<file path="src/csi_defines.svh">
// register offsets, field positions, reset values and timing counts of the indicator block
`ifndef CSI_DEFINES_SVH
`define CSI_DEFINES_SVH

// ----------------------------------------------------------------------------
// register offsets (byte addresses)
// ----------------------------------------------------------------------------
`define CSI_OFF_CTRL      8'h00
`define CSI_OFF_SERCFG    8'h04
`define CSI_OFF_LIM_LO    8'h08
`define CSI_OFF_LIM_HI    8'h0c
`define CSI_OFF_RANGE     8'h10
`define CSI_OFF_CHTYPE    8'h14
`define CSI_OFF_NEG_THR   8'h18
`define CSI_OFF_STATUS    8'h1c
`define CSI_OFF_MASK      8'h20
`define CSI_OFF_STATE     8'h24

// ----------------------------------------------------------------------------
// field positions
// ----------------------------------------------------------------------------
`define CSI_CTRL_FULL_BIT   0
`define CSI_RANGE_AUTO_BIT  16
`define CSI_SER_BAUD_LSB    0
`define CSI_SER_BAUD_MSB    19
`define CSI_SER_DATA_LSB    20
`define CSI_SER_DATA_MSB    23
`define CSI_SER_STOP_BIT    24
`define CSI_SER_PAR_LSB     25
`define CSI_SER_PAR_MSB     26
`define CSI_ST_PHASE_BIT    0
`define CSI_ST_COPYERR_BIT  1
`define CSI_ST_CARD_BIT     2
`define CSI_ST_ALARM_BIT    3
`define CSI_ST_OVF_BIT      4
`define CSI_ST_ERASE_BIT    5

// ----------------------------------------------------------------------------
// reset values
// ----------------------------------------------------------------------------
`define CSI_RST_SER_BAUD    20'h0e100
`define CSI_RST_SER_DATA    4'h8
`define CSI_RST_SER_STOP    1'h0
`define CSI_RST_SER_PAR     2'h0
`define CSI_RST_LIM_LO      16'h0000
`define CSI_RST_LIM_HI      16'hffff
`define CSI_RST_RANGE       17'h10000
`define CSI_RST_NEG_THR     16'hffff

// ----------------------------------------------------------------------------
// timing
// ----------------------------------------------------------------------------
`define CSI_CLK_HZ          200000000
`define CSI_MS_PER_S        1000
`define CSI_CYC_PER_MS      (`CSI_CLK_HZ / 1000)
`define CSI_SLOW_MS         1000
`define CSI_NORM_MS         500
`define CSI_FAST_MS         125
`define CSI_ERR_FLASH_S     3
`define CSI_ERR_FLASH_MS    (`CSI_ERR_FLASH_S * `CSI_MS_PER_S)
`define CSI_DBL_ON_MS       100
`define CSI_UNDER_DIV       10

`endif

</file>
<file path="src/csi_pkg.sv">
// types shared by the indicator block
package csi_pkg;

  typedef enum logic [2:0] {
    CSI_ST_IDLE,
    CSI_ST_GREET,
    CSI_ST_COPY,
    CSI_ST_ERR,
    CSI_ST_HOLD
  } csi_store_t;

  typedef logic [15:0] csi_rms_t;

endpackage : csi_pkg

</file>
<file path="src/csi_chan.sv">
// level classifier of one input channel
`timescale 1ns/100ps
`include "csi_defines.svh"

module csi_chan
  import csi_pkg::*;
(
  input  wire logic          full_sel,
  input  wire csi_pkg::csi_rms_t half_rms,
  input  wire csi_pkg::csi_rms_t full_rms,
  input  wire logic          is_current,
  input  wire csi_pkg::csi_rms_t lim_lo,
  input  wire csi_pkg::csi_rms_t lim_hi,
  input  wire csi_pkg::csi_rms_t cur_range,
  input  wire logic          range_auto,
  input  wire logic          adc_ovf,
  output logic               under,
  output logic               over,
  output logic               ovf
);

  wire csi_rms_t   rms       = full_sel ? full_rms : half_rms;
  wire logic [19:0] rms_x10  = 20'(rms) * 20'(`CSI_UNDER_DIV);
  wire logic       cur_under = ~range_auto & (rms_x10 < 20'(cur_range));
  wire logic       volt_under = rms < lim_lo;

  assign ovf   = adc_ovf;
  assign under = ~adc_ovf & (is_current ? cur_under : volt_under);
  assign over  = ~adc_ovf & ~is_current & (rms > lim_hi);

endmodule : csi_chan

</file>
<file path="src/csi_top.sv">
// channel, storage and alarm indicator logic with its register slave
//
// Added by the designer: the register offsets and the AXI4-Lite interface to the registers.
`timescale 1ns/100ps
`include "csi_defines.svh"

// What this block does
// - three LEDs per channel, half/full rms
// - sensor ok: ok green, dip/swell yellow
// - no sensor: ok LED red, others unchanged
// - voltage limits equal dip/swell thresholds
// - current under below tenth of range, off with range_auto set (reset default)
// - converter overflow flashes over LED red
// - wrong phase order chases the first three ok LEDs
// - copy flashes, done off, incomplete on
// - copy error: fast flash 3 s, on
// - card recognised: short double pulses
// - serial port defaults 57600 8N1
// - alarms latch until their clear input
// - reset button at boot erases data
module csi_top
  import csi_pkg::*;
#(
  parameter int CYC_PER_MS = `CSI_CYC_PER_MS
) (
  input  wire logic         aclk,
  input  wire logic         aresetn,
  input  wire logic         ce,
  input  wire logic [7:0]   s_axi_awaddr,
  input  wire logic         s_axi_awvalid,
  output logic              s_axi_awready,
  input  wire logic [31:0]  s_axi_wdata,
  input  wire logic [3:0]   s_axi_wstrb,
  input  wire logic         s_axi_wvalid,
  output logic              s_axi_wready,
  output logic [1:0]        s_axi_bresp,
  output logic              s_axi_bvalid,
  input  wire logic         s_axi_bready,
  input  wire logic [7:0]   s_axi_araddr,
  input  wire logic         s_axi_arvalid,
  output logic              s_axi_arready,
  output logic [31:0]       s_axi_rdata,
  output logic [1:0]        s_axi_rresp,
  output logic              s_axi_rvalid,
  input  wire logic         s_axi_rready,
  input  wire logic         rms_strobe,
  input  wire logic [127:0] half_rms,
  input  wire logic [127:0] full_rms,
  input  wire logic [7:0]   sensor_ok,
  input  wire logic [7:0]   adc_ovf,
  input  wire logic [15:0]  neg_seq,
  input  wire logic         card_detect,
  input  wire logic         copy_start,
  input  wire logic         copy_done,
  input  wire logic         copy_incomplete,
  input  wire logic         copy_error,
  input  wire logic [3:0]   alarm_event,
  input  wire logic         alarm_clear_a,
  input  wire logic         alarm_clear_b,
  input  wire logic         reset_button,
  input  wire logic         erase_done,
  output logic [7:0]        led_under_yellow,
  output logic [7:0]        led_ok_green,
  output logic [7:0]        led_ok_red,
  output logic [7:0]        led_over_yellow,
  output logic [7:0]        led_over_red,
  output logic              led_storage,
  output logic              alarm_out_first,
  output logic              alarm_out_second,
  output logic              alarm_out_third,
  output logic              alarm_out_fourth,
  output logic              erase_data,
  output logic [19:0]       ser_baud,
  output logic [3:0]        ser_data_bits,
  output logic              ser_two_stop,
  output logic [1:0]        ser_parity,
  output logic              irq
);

  import csi_pkg::*;

  // --------------------------------------------------------------------------
  // registers
  // --------------------------------------------------------------------------
  logic        full_sel;
  logic [15:0] lim_lo;
  logic [15:0] lim_hi;
  logic [16:0] range_cfg;
  logic [7:0]  is_current;
  logic [15:0] neg_thr;
  logic [5:0]  status;
  logic [5:0]  mask;

  // --------------------------------------------------------------------------
  // axi4-lite slave: address and data latched in either order
  // --------------------------------------------------------------------------
  logic [7:0]  aw_addr;
  logic [31:0] w_data;
  logic [3:0]  w_strb;
  logic        aw_full;
  logic        w_full;

  wire logic aw_take = s_axi_awvalid & s_axi_awready;
  wire logic w_take  = s_axi_wvalid & s_axi_wready;
  wire logic ar_take = s_axi_arvalid & s_axi_arready;
  wire logic do_wr   = ce & aw_full & w_full & ~s_axi_bvalid;
  wire logic wr_word = do_wr & (w_strb == 4'hf);
  wire logic wr_hit = (aw_addr <= `CSI_OFF_STATUS + 8'h04) & (aw_addr[1:0] == 2'h0) & (aw_addr != `CSI_OFF_STATE);

  always_ff @(posedge aclk) begin
    if (!aresetn) begin
      aw_full       <= 1'b0;
      w_full        <= 1'b0;
      aw_addr       <= 8'h00;
      w_data        <= 32'h00000000;
      w_strb        <= 4'h0;
      s_axi_awready <= 1'b0;
      s_axi_wready  <= 1'b0;
      s_axi_bvalid  <= 1'b0;
      s_axi_bresp   <= 2'h0;
    end else if (ce) begin
      s_axi_awready <= ~aw_full & ~aw_take & ~s_axi_bvalid;
      s_axi_wready  <= ~w_full & ~w_take & ~s_axi_bvalid;
      if (aw_take) begin
        aw_full <= 1'b1;
        aw_addr <= s_axi_awaddr;
      end
      if (w_take) begin
        w_full <= 1'b1;
        w_data <= s_axi_wdata;
        w_strb <= s_axi_wstrb;
      end
      if (do_wr) begin
        aw_full      <= 1'b0;
        w_full       <= 1'b0;
        s_axi_bvalid <= 1'b1;
        s_axi_bresp  <= wr_hit ? 2'h0 : 2'h2;
      end else if (s_axi_bvalid && s_axi_bready) begin
        s_axi_bvalid <= 1'b0;
      end
    end
  end

  wire logic wr_ctrl   = wr_word & (aw_addr == `CSI_OFF_CTRL);
  wire logic wr_ser    = wr_word & (aw_addr == `CSI_OFF_SERCFG);
  wire logic wr_lo     = wr_word & (aw_addr == `CSI_OFF_LIM_LO);
  wire logic wr_hi     = wr_word & (aw_addr == `CSI_OFF_LIM_HI);
  wire logic wr_range  = wr_word & (aw_addr == `CSI_OFF_RANGE);
  wire logic wr_type   = wr_word & (aw_addr == `CSI_OFF_CHTYPE);
  wire logic wr_thr    = wr_word & (aw_addr == `CSI_OFF_NEG_THR);
  wire logic wr_status = wr_word & (aw_addr == `CSI_OFF_STATUS);
  wire logic wr_mask   = wr_word & (aw_addr == `CSI_OFF_MASK);

  always_ff @(posedge aclk) begin
    if (!aresetn) begin
      full_sel      <= 1'b0;
      lim_lo        <= `CSI_RST_LIM_LO;
      lim_hi        <= `CSI_RST_LIM_HI;
      range_cfg     <= `CSI_RST_RANGE;
      is_current    <= 8'h00;
      neg_thr       <= `CSI_RST_NEG_THR;
      mask          <= 6'h00;
      ser_baud      <= `CSI_RST_SER_BAUD;
      ser_data_bits <= `CSI_RST_SER_DATA;
      ser_two_stop  <= `CSI_RST_SER_STOP;
      ser_parity    <= `CSI_RST_SER_PAR;
    end else if (ce) begin
      if (wr_ctrl) full_sel <= w_data[`CSI_CTRL_FULL_BIT];
      if (wr_lo) lim_lo <= w_data[15:0];
      if (wr_hi) lim_hi <= w_data[15:0];
      if (wr_range) range_cfg <= w_data[16:0];
      if (wr_type) is_current <= w_data[7:0];
      if (wr_thr) neg_thr <= w_data[15:0];
      if (wr_mask) mask <= w_data[5:0];
      if (wr_ser) begin
        ser_baud      <= w_data[`CSI_SER_BAUD_MSB:`CSI_SER_BAUD_LSB];
        ser_data_bits <= w_data[`CSI_SER_DATA_MSB:`CSI_SER_DATA_LSB];
        ser_two_stop  <= w_data[`CSI_SER_STOP_BIT];
        ser_parity    <= w_data[`CSI_SER_PAR_MSB:`CSI_SER_PAR_LSB];
      end
    end
  end

  // --------------------------------------------------------------------------
  // flash rate generation
  // --------------------------------------------------------------------------
  logic [17:0] pre_cnt;
  logic [9:0]  ms_cnt;
  logic [6:0]  fast_cnt;
  logic [11:0] err_cnt;

  wire logic ms_tick    = (pre_cnt == 18'(CYC_PER_MS - 1));
  wire logic ms_wrap    = ms_tick & (ms_cnt == 10'(`CSI_SLOW_MS - 1));
  wire logic flash_slow = (ms_cnt < 10'(`CSI_SLOW_MS / 2));
  wire logic flash_norm = (ms_cnt < 10'(`CSI_NORM_MS / 2)) |
                          ((ms_cnt >= 10'(`CSI_NORM_MS)) & (ms_cnt < 10'(`CSI_NORM_MS * 3 / 2)));
  wire logic flash_fast = (fast_cnt < 7'(`CSI_FAST_MS / 2));
  wire logic dbl_pulse  = (ms_cnt < 10'(`CSI_DBL_ON_MS)) |
                          ((ms_cnt >= 10'(2 * `CSI_DBL_ON_MS)) & (ms_cnt < 10'(3 * `CSI_DBL_ON_MS)));

  always_ff @(posedge aclk) begin
    if (!aresetn) begin
      pre_cnt  <= 18'h00000;
      ms_cnt   <= 10'h000;
      fast_cnt <= 7'h00;
    end else if (ce) begin
      pre_cnt <= ms_tick ? 18'h00000 : pre_cnt + 18'h00001;
      if (ms_tick) begin
        ms_cnt   <= ms_wrap ? 10'h000 : ms_cnt + 10'h001;
        fast_cnt <= (fast_cnt == 7'(`CSI_FAST_MS - 1) || ms_wrap) ? 7'h00 : fast_cnt + 7'h01;
      end
    end
  end

  // --------------------------------------------------------------------------
  // channel classification
  // --------------------------------------------------------------------------
  logic [7:0] cls_under;
  logic [7:0] cls_over;
  logic [7:0] cls_ovf;
  logic [7:0] under_q;
  logic [7:0] over_q;
  logic [7:0] ovf_q;
  logic       phase_bad;
  logic [1:0] chase;

  genvar g;
  generate
    for (g = 0; g < 8; g++) begin : g_chan
      csi_chan u_chan (
        .full_sel   (full_sel),
        .half_rms   (half_rms[16*g +: 16]),
        .full_rms   (full_rms[16*g +: 16]),
        .is_current (is_current[g]),
        .lim_lo     (lim_lo),
        .lim_hi     (lim_hi),
        .cur_range  (range_cfg[15:0]),
        .range_auto (range_cfg[`CSI_RANGE_AUTO_BIT]),
        .adc_ovf    (adc_ovf[g]),
        .under      (cls_under[g]),
        .over       (cls_over[g]),
        .ovf        (cls_ovf[g])
      );
    end
  endgenerate

  // chase steps third, second, first phase once per normal flash period
  wire logic       chase_step = ms_tick & ((ms_cnt == 10'(`CSI_NORM_MS - 1)) | (ms_cnt == 10'(`CSI_SLOW_MS - 1)));
  wire logic [7:0] chase_led  = (chase == 2'h0) ? 8'h04 : (chase == 2'h1) ? 8'h02 : 8'h01;
  wire logic [7:0] phase_mask = phase_bad ? 8'h07 : 8'h00;
  wire logic [7:0] ok_plain   = sensor_ok & ~under_q & ~over_q & ~ovf_q;

  always_ff @(posedge aclk) begin
    if (!aresetn) begin
      under_q   <= 8'h00;
      over_q    <= 8'h00;
      ovf_q     <= 8'h00;
      phase_bad <= 1'b0;
      chase     <= 2'h0;
    end else if (ce) begin
      if (rms_strobe) begin
        under_q   <= cls_under;
        over_q    <= cls_over;
        ovf_q     <= cls_ovf;
        phase_bad <= neg_seq > neg_thr;
      end
      if (chase_step) chase <= (chase == 2'h2) ? 2'h0 : chase + 2'h1;
    end
  end

  always_ff @(posedge aclk) begin
    if (!aresetn) begin
      led_under_yellow <= 8'h00;
      led_ok_green     <= 8'h00;
      led_ok_red       <= 8'h00;
      led_over_yellow  <= 8'h00;
      led_over_red     <= 8'h00;
    end else if (ce) begin
      led_under_yellow <= under_q;
      led_over_yellow  <= over_q;
      led_over_red     <= ovf_q & {8{flash_norm}};
      led_ok_red       <= ~sensor_ok;
      led_ok_green     <= (ok_plain & ~phase_mask) | (chase_led & phase_mask & sensor_ok);
    end
  end

  // --------------------------------------------------------------------------
  // storage LED sequencer
  // --------------------------------------------------------------------------
  csi_store_t store_st;
  csi_store_t next_store_st;

  // removal is safe only in idle or hold, where the LED is steady
  always_comb begin
    next_store_st = store_st;
    unique case (store_st)
      CSI_ST_IDLE, CSI_ST_HOLD: begin
        if (copy_start) next_store_st = CSI_ST_COPY;
        else if (card_detect) next_store_st = CSI_ST_GREET;
      end
      CSI_ST_GREET: begin
        if (copy_start) next_store_st = CSI_ST_COPY;
        else if (ms_wrap) next_store_st = CSI_ST_IDLE;
      end
      CSI_ST_COPY: begin
        if (copy_error) next_store_st = CSI_ST_ERR;
        else if (copy_incomplete) next_store_st = CSI_ST_HOLD;
        else if (copy_done) next_store_st = CSI_ST_IDLE;
      end
      CSI_ST_ERR: begin
        if (ms_tick && err_cnt == 12'(`CSI_ERR_FLASH_MS - 1)) next_store_st = CSI_ST_HOLD;
      end
      default: next_store_st = CSI_ST_IDLE;
    endcase
  end

  wire logic store_led = (store_st == CSI_ST_HOLD) |
                         ((store_st == CSI_ST_COPY) & flash_norm) |
                         ((store_st == CSI_ST_ERR) & flash_fast) |
                         ((store_st == CSI_ST_GREET) & dbl_pulse);

  always_ff @(posedge aclk) begin
    if (!aresetn) begin
      store_st    <= CSI_ST_IDLE;
      err_cnt     <= 12'h000;
      led_storage <= 1'b0;
    end else if (ce) begin
      store_st    <= next_store_st;
      led_storage <= store_led;
      if (store_st != CSI_ST_ERR) err_cnt <= 12'h000;
      else if (ms_tick) err_cnt <= err_cnt + 12'h001;
    end
  end

  // --------------------------------------------------------------------------
  // alarm outputs, boot erase, events
  // --------------------------------------------------------------------------
  logic boot_pending;
  logic alarm_any_q;

  always_ff @(posedge aclk) begin
    if (!aresetn) begin
      alarm_out_first  <= 1'b0;
      alarm_out_second <= 1'b0;
      alarm_out_third  <= 1'b0;
      alarm_out_fourth <= 1'b0;
      boot_pending     <= 1'b1;
      erase_data       <= 1'b0;
    end else if (ce) begin
      // a new event in the clearing cycle keeps its output set
      alarm_out_first  <= alarm_event[0] | (alarm_out_first & ~alarm_clear_a);
      alarm_out_second <= alarm_event[1] | (alarm_out_second & ~alarm_clear_a);
      alarm_out_third  <= alarm_event[2] | (alarm_out_third & ~alarm_clear_b);
      alarm_out_fourth <= alarm_event[3] | (alarm_out_fourth & ~alarm_clear_b);
      boot_pending     <= 1'b0;
      if (boot_pending && reset_button) erase_data <= 1'b1;
      else if (erase_done) erase_data <= 1'b0;
    end
  end

  wire logic [5:0] ev = {boot_pending & reset_button,
                         (|ovf_q) & rms_strobe,
                         |alarm_event,
                         card_detect,
                         copy_error & (store_st == CSI_ST_COPY),
                         rms_strobe & (neg_seq > neg_thr) & ~phase_bad};
  wire logic [5:0] clr = wr_status ? w_data[5:0] : 6'h00;

  always_ff @(posedge aclk) begin
    if (!aresetn) begin
      status      <= 6'h00;
      irq         <= 1'b0;
      alarm_any_q <= 1'b0;
    end else if (ce) begin
      status      <= ev | (status & ~clr);
      irq         <= |(status & mask);
      alarm_any_q <= alarm_out_first | alarm_out_second | alarm_out_third | alarm_out_fourth;
    end
  end

  // --------------------------------------------------------------------------
  // read channel
  // --------------------------------------------------------------------------
  wire logic [31:0] state_word = {23'h000000, erase_data, alarm_any_q, led_storage, store_st, chase, phase_bad};
  wire logic        rd_hit     = (s_axi_araddr <= `CSI_OFF_STATE) & (s_axi_araddr[1:0] == 2'h0);
  logic [31:0] rd_mux;

  always_comb begin
    rd_mux = 32'h00000000;
    unique case (s_axi_araddr)
      `CSI_OFF_CTRL:    rd_mux = {31'h00000000, full_sel};
      `CSI_OFF_SERCFG:  rd_mux = {5'h00, ser_parity, ser_two_stop, ser_data_bits, ser_baud};
      `CSI_OFF_LIM_LO:  rd_mux = {16'h0000, lim_lo};
      `CSI_OFF_LIM_HI:  rd_mux = {16'h0000, lim_hi};
      `CSI_OFF_RANGE:   rd_mux = {15'h0000, range_cfg};
      `CSI_OFF_CHTYPE:  rd_mux = {24'h000000, is_current};
      `CSI_OFF_NEG_THR: rd_mux = {16'h0000, neg_thr};
      `CSI_OFF_STATUS:  rd_mux = {26'h0000000, status};
      `CSI_OFF_MASK:    rd_mux = {26'h0000000, mask};
      `CSI_OFF_STATE:   rd_mux = state_word;
      default:          rd_mux = 32'h00000000;
    endcase
  end

  always_ff @(posedge aclk) begin
    if (!aresetn) begin
      s_axi_arready <= 1'b0;
      s_axi_rvalid  <= 1'b0;
      s_axi_rdata   <= 32'h00000000;
      s_axi_rresp   <= 2'h0;
    end else if (ce) begin
      s_axi_arready <= ~s_axi_rvalid & ~ar_take;
      if (ar_take) begin
        s_axi_rvalid <= 1'b1;
        s_axi_rdata  <= rd_mux;
        s_axi_rresp  <= rd_hit ? 2'h0 : 2'h2;
      end else if (s_axi_rvalid && s_axi_rready) begin
        s_axi_rvalid <= 1'b0;
      end
    end
  end

endmodule : csi_top

</file>
<file path="config.mk">
export PLATFORM = sky130hd
export DESIGN_NAME = csi_top
export DESIGN_NICKNAME = d
export VERILOG_FILES = /design/src/csi_pkg.sv /design/src/csi_chan.sv /design/src/csi_top.sv
export VERILOG_INCLUDE_DIRS = /design/src
export SDC_FILE = /design/constraint.sdc
export NUM_CORES = 2
export LEC_CHECK = 0
export ABC_AREA = 1
export BUFFER_PORTS_ARGS = -buffer_cell sky130_fd_sc_hd__buf_2
export CAP_MARGIN = 15
export CELL_PAD_IN_SITES_DETAIL_PLACEMENT = 1
export CELL_PAD_IN_SITES_GLOBAL_PLACEMENT = 2
export CORE_MARGIN = 3
export CORE_UTILIZATION = 35
export CTS_CLUSTER_SIZE = 40
export DETAILED_ROUTE_END_ITERATION = 16
export PLACE_DENSITY = 0.94
export SLEW_MARGIN = 15
export SYNTH_ARGS = -nofsm -noshare
export SYNTH_HDL_FRONTEND = slang
export SYNTH_SLANG_ARGS = --single-unit
</file>
<file path="constraint.sdc">
create_clock -name aclk -period 13 [get_ports aclk]
set_clock_uncertainty 0.2 [all_clocks]
set_input_delay 0 -clock aclk [delete_from_list [all_inputs] [get_ports aclk]]
set_output_delay 0 -clock aclk [all_outputs]
set_load 0.05 [all_outputs]
</file>
==> impl_metrics.json <==
{
  "status": "completed",
  "mappedNetlistArea_um2": 30100,
  "antenna_found_initial": 12,
  "fin_crit_sh_pct": 45.9,
  "yosys_warnings": 0,
  "clk_latency_ns": 0.53,
  "drive_gt1_share_pct": 11.6,
  "core-area_um2": 84500,
  "worstSetupStartpointType": "flip-flop",
  "dr.pass1.iters": 6,
  "required_ns": 13.28,
  "ys_dominant_reg_cell": "dfxtp_1",
  "p_leak_nw": 18.2,
  "wl_met3_mm": 7.22,
  "grt_usage_pct": 27.8,
  "maxCapViolations": 0,
  "placedCellCount": 5939,
  "finalCriticalPeriod_ns": 5.96,
  "grt_pass1_vias": 34300,
  "grt_max_degree": 80,
  "grt_pass1_wl_mm": 196,
  "drt_wl_total_mm": 129,
  "critPathArrivalTime_ns": 6.24,
  "wl_met2_mm": 61.7,
  "tightest_slew_ns": 1.22,
  "drc": 0,
  "clock-sinks": 314,
  "drt-initial-drc-count": 1938,
  "portBuffers": 464,
  "ys_seq_area_share_pct": 20.9,
  "routabilityCongestion": 0.885,
  "post_drt_wl_per_cell_um": 21.1,
  "syn_to_final_growth_pct": 19.2,
  "vias": 33300,
  "start_util_pct": 35.7,
  "clk_path_buf_depth": 3,
  "tns_ns": 0,
  "crit_path_end_kind": "flip-flop",
  "cts_tree": "built",
  "final-setup-viol-count": 0,
  "async_flop_share_pct": 0,
  "num_rows": 106,
  "crit_fanout": 57,
  "avgSynthCellArea_um2": 6.79,
  "highest_layer": "met5",
  "cts_root_buf": "clkbuf_16",
  "viasPerCell": 5.44,
  "rsz0062_at_grt": "no",
  "min_path_type": "input pin to flip-flop",
  "hpwl_mm": 96.8,
  "timing.fmax_ghz": 0.168,
  "power_density_nw_per_um2": 84.6,
  "relSlewSlack_pct": 18.5,
  "design_area_um2": 35900,
  "cts_buffers": 37,
  "synth.ff_latch_count": 314,
  "synth-edff-count": 0,
  "finalHoldViolations": 0,
  "netlist_instances": 4435,
  "layout.nets": 5945,
  "crit_type": "flip-flop to flip-flop",
  "met1Wirelength_mm": 54.5,
  "finalMaxSlewViolations": 0,
  "dieArea_um2": 89600,
  "ant_nets": 0,
  "gr-total-overflow": 0,
  "placed_area_um2": 33500,
  "cts_max_level": 2,
  "cts_resized": 0,
  "ir_worst_vdd_mv": 0.0777,
  "io_pins": 477,
  "die_h_um": 299,
  "die_w_um": 299,
  "yosys.cell_types.count": 60,
  "fin_cells": 6123,
  "clk_transition_reported_paths_ns": 0.06
}
==> through the flow <==
step | worst slack, ns | hold WS [ns] | utilization (%) | power, mW
2_1_floorplan | 8.83 | -0.106 | - | 1.69
5_1_grt | 6.42 | 0.0902 | 42.5 | 3.22
3_5_place_dp | 7.36 | 0.00880 | 39.7 | 1.97
3_3_place_gp | 7.40 | 0.00433 | 39.7 | 1.93
6_report | 7.04 | 0.0419 | 42.5 | 3.04
4_1_cts | 7.00 | 0.0244 | 42.5 | 3.03
==> metal layers <==
metal	up-vias	GRT usage, %
met2	935	49.2
met4	10	10.8
li1	16100	-
met5	-	0
met1	16000	34.1
met3	268	3.64
==> layout make-up <==
cell class	count	area [um2]
fillers	11100	48600
multi-input cells	3590	21800
flip-flops and latches	314	6290
repair buffers	600	3640
inverters	418	1580
well taps	1134	1420
clock buffers	53	1080
clock inverters	9	115
diodes	5	12.5
==> logic make-up after synthesis <==
group | share of synthesized area [%]
adders and majority gates | 26.0
and+or+nand+nor | 26.8
other | 0.0124
xor gates and xnor gates | 2.70
AOI/OAI and AO/OA | 16.7
buffers and inverters | 6.91
DFF | 20.9
==> Yosys cell counts, types with 8 or more instances <==
master	n	area, um2
dfxtp_1	314	6290
nor4_1	9	56.3
nand3_1	192	961
clkbuf_1	86	323
o22ai_1	21	131
fa_1	8	160
inv_2	8	30.0
nor3_1	86	430
a21oi_1	477	2390
o221ai_1	10	87.6
a211oi_1	29	218
xnor2_1	26	228
nand4_1	61	382
buf_4	12	90.1
and3_1	8	50.1
buf_1	11	41.3
ha_1	614	7680
a21o_1	13	97.6
nand2_1	1248	4680
o21a_1	12	90.1
xor2_1	67	587
o211ai_1	55	413
o21ai_0	255	1280
nor2_1	311	1170
buf_2	10	50.1
inv_1	405	1520
==> path summary, 6_finish.rpt <==
| check | from | to | slack [ns] | cells after the start |
|---|---|---|---|---|
| setup / recovery | full_sel$_SDFFE_PN0P_ | under_q[7]$_SDFFE_PN0P_ | 7.04 | 24 |
| hold / removal | neg_seq[12] | status[0]$_SDFFE_PN0P_ | 0.04 | 6 |
| setup reg to reg | full_sel$_SDFFE_PN0P_ | under_q[7]$_SDFFE_PN0P_ | 7.04 | 24 |
| hold reg to reg | w_data[25]$_SDFFE_PN0P_ | w_data[25]$_SDFFE_PN0P_ | 0.25 | 2 |
==> power breakdown <==
group / total [mW] / internal (mW) / leakage (nW) / switching (mW)
Sequential: 1.00 / 0.985 / 2.55 / 0.0156
Combinational: 0.991 / 0.379 / 15.0 / 0.612
Clock: 1.05 / 0.616 / 0.580 / 0.430
Total: 3.04 / 1.98 / 18.2 / 1.06
==> worst max-delay path, cell delays in order (launching register included) <==
cell	delay, ns
dfxtp_4	0.55
buf_4	0.52
buf_4	0.58
nand2_1	0.10
nand2_1	0.26
ha_1	0.29
ha_1	0.23
fa_1	0.41
nand3_1	0.10
nand2_1	0.12
nand2_1	0.09
nand2_1	0.10
a31oi_1	0.19
xnor2_1	0.17
ha_1	0.26
nand2_1	0.08
o21bai_1	0.08
nor3_1	0.18
nand2_1	0.07
nor2_1	0.08
nand3_1	0.22
nand2_1	0.13
nand3_1	0.08
a21oi_1	0.14
dlygate4sd3_1	0.57
==> flip-flops by register name, indices dropped and copies added, names as in the netlist, 10 cells and up <==
signal	flops
s_axi_rdata	27
w_data	27
ser_baud	20
pre_cnt	18
range_cfg	17
lim_hi	16
lim_lo	16
neg_thr	16
err_cnt	12
ms_cnt	10
==> cells in the final DEF (no fill, tap or decap), types with 55 or more instances in the layout <==
master            n
a21oi_1         477
buf_2           463
dfxtp_1         313
dlygate4sd3_1   117
ha_1            614
inv_1           404
nand2_1        1248
nand3_1         191
nand4_1          61
nor2_1          311
nor3_1           86
o211ai_1         55
o21ai_0         255
xor2_1           67
==> timing repair <==
item | in CTS | in global routing
hold endpoints to repair | 149 | 0
hold buffers | 117 | 0
endpoints found under the setup margin | 0 | 0
setup buffers | 0 | 0
(Power assumes the default switching activity.)
